===== config.mk =====
export PLATFORM = sky130hd
export DESIGN_NAME = civp_core_port_flat
export DESIGN_NICKNAME = d
export VERILOG_FILES = /design/src/pkg/civp_pkg.sv /design/src/pkg/civp_if.sv /design/src/design/civp_core_port.sv /design/src/flat_wrapper.sv
export VERILOG_INCLUDE_DIRS = /design/src /design/src/pkg
export SDC_FILE = /design/constraint.sdc
export NUM_CORES = 1
export LEC_CHECK = 0
export BUFFER_PORTS_ARGS = -buffer_cell sky130_fd_sc_hd__clkbuf_2
export CELL_PAD_IN_SITES_DETAIL_PLACEMENT = 1
export CELL_PAD_IN_SITES_GLOBAL_PLACEMENT = 1
export CORE_ASPECT_RATIO = 1.4
export CORE_MARGIN = 4
export CORE_UTILIZATION = 35
export DETAILED_ROUTE_END_ITERATION = 8
export PLACE_DENSITY_LB_ADDON = 0.1
export SYNTH_ARGS = -nofsm -noshare
export SYNTH_HDL_FRONTEND = slang
export SYNTH_SLANG_ARGS = --single-unit

===== constraint.sdc =====
create_clock -name CLK_SYS_I -period 1.6 [get_ports CLK_SYS_I]
set_input_delay 0.32 -clock CLK_SYS_I [delete_from_list [all_inputs] [get_ports CLK_SYS_I]]
set_output_delay 0.32 -clock CLK_SYS_I [all_outputs]
set_load 0.02 [all_outputs]

===== src/pkg/civp_defs.svh =====
// Overview of operation
// - Interrupt lines active low, normal line held until response, fast line follows its source
// - Tie-off high: synchronise interrupt lines to clock
// - Tie-off high: synchronise vector-valid to clock
// - Controller holds aligned vector stable while valid
// - Drive active-low monitor interrupt from core clock
`ifndef CIVP_DEFS_SVH
`define CIVP_DEFS_SVH

// ----------------------------------------------------------------------------
// Widths and reset values
// ----------------------------------------------------------------------------

`define CIVP_VEC_MSB 31
`define CIVP_VEC_LSB 2
`define CIVP_REQ_N_RST 1'h1
`define CIVP_ACK_RST 1'h0

`endif


===== src/pkg/civp_pkg.sv =====
// ----------------------------------------------------------------------------
// Shared types
// ----------------------------------------------------------------------------

`include "civp_defs.svh"

package civp_pkg;

  typedef logic [`CIVP_VEC_MSB:`CIVP_VEC_LSB] civp_vec_t;

  // Controller side states.
  typedef enum logic [1:0] {
    CIVP_C_IDLE,
    CIVP_C_OFFER,
    CIVP_C_RELEASE
  } civp_ctl_e;

endpackage


===== src/pkg/civp_if.sv =====
`timescale 1ns/1ps

// ----------------------------------------------------------------------------
// Link between interrupt controller and core port
// ----------------------------------------------------------------------------

interface civp_if;
  import civp_pkg::*;

  logic fast_int_req_n;
  logic normal_int_req_n;
  logic vector_addr_valid;
  civp_vec_t handler_vector_addr;
  logic int_taken_ack;

  modport core (
    input fast_int_req_n,
    input normal_int_req_n,
    input vector_addr_valid,
    input handler_vector_addr,
    output int_taken_ack
  );

  modport ctl (
    output fast_int_req_n,
    output normal_int_req_n,
    output vector_addr_valid,
    output handler_vector_addr,
    input int_taken_ack
  );
endinterface


===== src/design/civp_core_port.sv =====
`timescale 1ns/1ps

// ----------------------------------------------------------------------------
// Core-side interrupt and vector port
// ----------------------------------------------------------------------------

module civp_core_port
  import civp_pkg::*;
(
  // Clock, reset and enable.
  input wire logic CLK_SYS_I,
  input wire logic NRST_I,
  input wire logic CLK_EN_I,
  // Tie-offs.
  input wire logic INT_LINES_ASYNC_SELECT_I,
  input wire logic VECTOR_VALID_ASYNC_SELECT_I,
  // Core side.
  input wire logic PERF_MONITOR_REQ_I,
  input wire logic CORE_TAKE_I,
  output logic FAST_PENDING_O,
  output logic NORMAL_PENDING_O,
  output logic VECTOR_READY_O,
  output civp_vec_t VECTOR_O,
  output logic PERF_MONITOR_INT_N_O,
  // Link.
  civp_if.core LINK
);

  `include "civp_defs.svh"

  typedef struct packed {
    logic [1:0] fiq_sync;
    logic [1:0] irq_sync;
    logic [1:0] vld_sync;
    logic fast_pend;
    logic normal_pend;
    logic vec_ready;
    civp_vec_t vec;
    logic ack;
    logic vec_used;
    logic pmu_n;
  } civp_core_s;

  civp_core_s r;
  civp_core_s next_r;
  logic fiq_lvl;
  logic irq_lvl;
  logic vld_lvl;

  // ----------------------------------------------------------------------------
  // Line selection
  // ----------------------------------------------------------------------------

  // Only the second synchroniser stage is read when a line is asynchronous.
  always_comb begin
    fiq_lvl = INT_LINES_ASYNC_SELECT_I ? r.fiq_sync[1] : LINK.fast_int_req_n;
    irq_lvl = INT_LINES_ASYNC_SELECT_I ? r.irq_sync[1] : LINK.normal_int_req_n;
    vld_lvl = VECTOR_VALID_ASYNC_SELECT_I ? r.vld_sync[1] : LINK.vector_addr_valid;
  end

  // ----------------------------------------------------------------------------
  // Next state
  // ----------------------------------------------------------------------------

  // Pending flags follow the low level; the vector is captured once valid is seen.
  always_comb begin
    next_r = r;
    next_r.fiq_sync = {r.fiq_sync[0], LINK.fast_int_req_n};
    next_r.irq_sync = {r.irq_sync[0], LINK.normal_int_req_n};
    next_r.vld_sync = {r.vld_sync[0], LINK.vector_addr_valid};
    next_r.fast_pend = ~fiq_lvl;
    next_r.normal_pend = ~irq_lvl;
    next_r.ack = 1'h0;
    if (vld_lvl && !r.vec_ready && !r.vec_used) begin
      next_r.vec = LINK.handler_vector_addr;
      next_r.vec_ready = 1'h1;
    end
    // A synchronised valid lags its release, so a spent vector is blocked until valid is seen low.
    if (!vld_lvl) begin
      next_r.vec_used = 1'h0;
    end
    if (CORE_TAKE_I && r.vec_ready && r.normal_pend) begin
      next_r.ack = 1'h1;
      next_r.vec_ready = 1'h0;
      next_r.vec_used = 1'h1;
    end
    if (!vld_lvl && !r.ack) begin
      next_r.vec_ready = 1'h0;
    end
    next_r.pmu_n = ~PERF_MONITOR_REQ_I;
  end

  // ----------------------------------------------------------------------------
  // State register
  // ----------------------------------------------------------------------------

  // Clock enable low freezes all state.
  always_ff @(posedge CLK_SYS_I) begin
    if (!NRST_I) begin
      r <= '0;
      r.fiq_sync <= {2{`CIVP_REQ_N_RST}};
      r.irq_sync <= {2{`CIVP_REQ_N_RST}};
      r.pmu_n <= `CIVP_REQ_N_RST;
      r.ack <= `CIVP_ACK_RST;
    end else if (CLK_EN_I) begin
      r <= next_r;
    end
  end

  // Outputs come straight from state.
  assign LINK.int_taken_ack = r.ack;
  assign FAST_PENDING_O = r.fast_pend;
  assign NORMAL_PENDING_O = r.normal_pend;
  assign VECTOR_READY_O = r.vec_ready;
  assign VECTOR_O = r.vec;
  assign PERF_MONITOR_INT_N_O = r.pmu_n;

endmodule // civp_core_port


===== src/flat_wrapper.sv =====
// flat-port wrapper written by rule: the top's interface ports become plain ports
module civp_core_port_flat import civp_pkg::*;
  (CLK_SYS_I, NRST_I, CLK_EN_I, INT_LINES_ASYNC_SELECT_I, VECTOR_VALID_ASYNC_SELECT_I, PERF_MONITOR_REQ_I, CORE_TAKE_I, FAST_PENDING_O, NORMAL_PENDING_O, VECTOR_READY_O, VECTOR_O, PERF_MONITOR_INT_N_O, LINK_fast_int_req_n, LINK_normal_int_req_n, LINK_vector_addr_valid, LINK_handler_vector_addr, LINK_int_taken_ack);
  civp_if LINK_i ();
  input wire logic CLK_SYS_I;
  input wire logic NRST_I;
  input wire logic CLK_EN_I;
  input wire logic INT_LINES_ASYNC_SELECT_I;
  input wire logic VECTOR_VALID_ASYNC_SELECT_I;
  input wire logic PERF_MONITOR_REQ_I;
  input wire logic CORE_TAKE_I;
  output logic FAST_PENDING_O;
  output logic NORMAL_PENDING_O;
  output logic VECTOR_READY_O;
  output civp_vec_t VECTOR_O;
  output logic PERF_MONITOR_INT_N_O;
  input wire logic [$bits(LINK_i.fast_int_req_n)-1:0] LINK_fast_int_req_n;
  input wire logic [$bits(LINK_i.normal_int_req_n)-1:0] LINK_normal_int_req_n;
  input wire logic [$bits(LINK_i.vector_addr_valid)-1:0] LINK_vector_addr_valid;
  input wire logic [$bits(LINK_i.handler_vector_addr)-1:0] LINK_handler_vector_addr;
  output wire logic [$bits(LINK_i.int_taken_ack)-1:0] LINK_int_taken_ack;
  assign LINK_i.fast_int_req_n = LINK_fast_int_req_n;
  assign LINK_i.normal_int_req_n = LINK_normal_int_req_n;
  assign LINK_i.vector_addr_valid = LINK_vector_addr_valid;
  assign LINK_i.handler_vector_addr = LINK_handler_vector_addr;
  assign LINK_int_taken_ack = LINK_i.int_taken_ack;
  civp_core_port u_core (.CLK_SYS_I(CLK_SYS_I), .NRST_I(NRST_I), .CLK_EN_I(CLK_EN_I), .INT_LINES_ASYNC_SELECT_I(INT_LINES_ASYNC_SELECT_I), .VECTOR_VALID_ASYNC_SELECT_I(VECTOR_VALID_ASYNC_SELECT_I), .PERF_MONITOR_REQ_I(PERF_MONITOR_REQ_I), .CORE_TAKE_I(CORE_TAKE_I), .FAST_PENDING_O(FAST_PENDING_O), .NORMAL_PENDING_O(NORMAL_PENDING_O), .VECTOR_READY_O(VECTOR_READY_O), .VECTOR_O(VECTOR_O), .PERF_MONITOR_INT_N_O(PERF_MONITOR_INT_N_O), .LINK(LINK_i));
endmodule

==> out/summary.md <==
The post-synthesis share of cell area spent on xor and xnor gates was 0%. Minimum clock period: 1440 ps. The critical path goes through mux2i_1 > buf_4 > nor4b_4 > buf_4 > mux2i_1. The type of element capturing the critical path is a register.

The count of standard-cell rows was 31. Fraction of synthesized area in multiplexers: 21.5%. The endpoint arrival time on the critical path came out at 1650 ps. Leaving out fill and tap cells, the most frequent cell in the layout is clkbuf_2. The run gives 0 ps as the final sum of negative setup slack.

The synthesized netlist occupies a cell area of 1910 um2. After detailed routing, the number of remaining DRC violations is 0. For this block, the initial DRC count from the detailed router was 46. The clock drives 42 sinks. The worst-path cell with the longest stage delay was dfxtp_1. The number of cell instances on the worst register-to-register path works out to 5. The Yosys step of the flow raised 0 warnings. Summing the areas of all fa, ha and maj instances in the mapped netlist gives 0% of the synthesized area.

The worst-case clock buffer depth came out at 2. The tools report the count of final max-slew check failures as 0. The later pin in the worst-skew pair is clocked with a latency of 290 ps. Total number of vias: 1417.

The global-route usage over all layers came out at 11.9%. In this run the worst path has a maximum fanout of 11. Data on the critical path is required at its endpoint by 1820 ps. The total die area was 6710 um2. Setup repair after global routing left no endpoint under its margin.

The endpoint identified for the worst register-to-register timing path is u_core.VECTOR_O[4]. In the final layout, the share of cells above drive strength 1 is 34.7%. For this run the aggregate overflow at the end of global routing stands at 0. Setup slack closes at 164 ps. The worst setup path is launched from a register. The worst register-to-register path has a setup slack of 160 ps.

For the placer congestion estimate, the log shows 0.630. The run gives 44.1% as the sequential area share after synthesis. The run gives 8.31 ps as the final setup skew.

The number of antenna diodes in the final layout is 0. Worst slew slack as a fraction of its limit: 81.0%. After clock tree synthesis, the clock-pin slew on the worst setup and hold paths is 80 ps.

After legalization and detailed placement, the total HPWL measured 2790 um. TritonCTS built the clock tree. In the layout the commonest cells are clkbuf_2 (74), nand2_1 (66), dfxtp_1 (42), mux2i_1 (41), clkbuf_8 (6). After detailed routing, the average wire length per cell comes to 12.1 um.

The worst-case IR drop observed on VDD is 0.400 mV. Actual transition at the worst max-transition pin: 284 ps. The number of global-route vias before repair was 1400; the depth of the CTS H-tree was 2.

After synthesis, the mean cell area works out to 9.26 um2. Kind of critical path: register to register. The total of hold buffers inserted after clock tree synthesis was 0; the post-detailed-routing wire length was 3800 um.

Once the clock tree was built, the setup fixing pass inserted 0 buffers. Buffers inserted during clock tree synthesis total 5. Once detail routing completed, the nets flagged for antenna violations numbered 0.

Summing the areas of all compound-gate instances in the mapped netlist gives 1.25% of the synthesized area. The first global-routing pass estimated 6330 um of wire. The startpoint identified for the worst hold timing path is LINK_handler_vector_addr[0]. The tool flagged a number of max-cap violations equal to 0. The power per standard cell area is 933 nW/um2, and the total of buffers placed on input and output ports is 74.

The overall die width works out to 70.4 um. After synthesis the netlist holds a flip-flop and latch count of 42. The tools report the initial antenna violation count as 0. The flow ran to the end, and the final reports show no timing, DRC or antenna violations. The tightest min-delay check is of the input pin to register type.

Once the floorplan was initialized, standard cells occupied 36.4% of the core. Synthesis produced a netlist with a net count of 246. Measured along the y axis, the die boundary spans 95.4 um. The logs give 0 for the number of endpoints with negative hold slack in the final report and 5240 um2 for the core area. The number of distinct library cells after synthesis is 17, and the depth of the worst hold-timing path is 3.

The run gives 289 as the final net count. The maximum number of pins on one net before global-route repair is 73, and the delay of the slowest cell on the worst path is 350 ps. The tools report the cell count after synthesis as 206.

Reg-to-reg startpoint: u_core.r[37]. The tools report the library cell used as clock root buffer as clkbuf_8. For this run, the detailed router's first-pass iteration total came to 2. The relative area change from synthesis to final layout was 15.7%; the post-synthesis simple-gate area fraction was 17.5%. The mean number of vias per cell came out at 4.51.

The capture endpoint of the worst hold path was u_core.VECTOR_O[0]. Setup violations remaining at the end of the flow were counted as 0. Pin placement for this block handled 75 I/O pins. The achievable frequency is 0.696 GHz, and the total leakage power is 1.03 nW.

By area, the combinational part of the netlist is dominated by multiplexers. Setup slack at placement: 34.7 ps. The post-route fraction of the period consumed by the critical path is 89.8%.

The count of cells resized by post-cts repair came out at 0.
-- report_power, final --
part	total (mW)	internal [mW]	switching, mW
clock	0.664	0.333	0.331
sequential	1.11	1.09	0.0226
combinational	0.283	0.128	0.156
-- state kept, by name, summed over array words and instances (netlist names) --
name,cells
u_core.LINK.int_taken_ack,1
u_core.r,4
u_core.NORMAL_PENDING_O,1
u_core.VECTOR_READY_O,1
u_core.VECTOR_O,30
u_core.next_r,3
u_core.PERF_MONITOR_INT_N_O,1
u_core.FAST_PENDING_O,1
-- kinds of logic after synthesis --
family | Yosys count
compound gates | 3
flops | 42
mux | 41
simple gates | 77
buf+inv | 43
-- cell usage after synthesis --
master	n	area share, %
and3_1	1	0.33
o2111a_1	1	0.59
nand3_1	1	0.26
nor4b_4	1	1.2
nand3b_1	1	0.39
o21ai_0	1	0.26
nor2b_1	4	1.3
buf_4	30	12
nand2_1	66	13
mux2i_1	41	22
buf_2	2	0.52
a21boi_0	1	0.39
dfxtp_1	42	44
nand4_1	1	0.33
clkbuf_1	8	1.6
buf_6	3	1.8
nand2b_1	2	0.66
-- final cells by class --
class / count / area [um2]
fillers: 656 / 3030
flip-flops and latches: 42 / 841
multi-input cells: 121 / 768
repair buffers: 79 / 433
clock buffers: 6 / 82.6
well taps: 66 / 82.6
-- metrics by stage --
stage / hold WS [ps] / utilization, % / instances / instance area [um2] / power (mW)
final: 254 / 42.2 / 314 / 2210 / 2.06
after CTS: 240 / 42.2 / 314 / 2210 / 2.11
after floorplan: 435 / - / 206 / 1910 / 1.35
after global placement: 441 / 40.6 / 308 / 2120 / 1.42
after detailed placement: 450 / 40.6 / 308 / 2120 / 1.43
after global routing: 248 / 42.2 / 314 / 2210 / 2.18
-- metal layers --
layer  track usage, %  routed length, um
met1             14.1               1650
met2             19.5               1770
met4             4.79                 52
met3             4.11                318
met5                0                  0
-- critical path, delay by kind of cell (launching register included) --
family	cells	cell delay, ps
buf+inv	2	440
flops	1	350
mux	2	290
simple gates	1	280
-- worst max path at each step --
stage                                startpoint             endpoint  slack, ps  cells after the start
floorplan           VECTOR_VALID_ASYNC_SELECT_I   u_core.VECTOR_O[0]        340                      4
global placement    VECTOR_VALID_ASYNC_SELECT_I   u_core.VECTOR_O[4]         70                      6
detailed placement  VECTOR_VALID_ASYNC_SELECT_I   u_core.VECTOR_O[4]         30                      6
CTS                                u_core.r[37]   u_core.VECTOR_O[4]        110                      5
global route                       u_core.r[37]  u_core.VECTOR_O[27]          2                      5
finish                             u_core.r[37]   u_core.VECTOR_O[4]        160                      5
No activity file was read; power rests on OpenSTA's default activity.
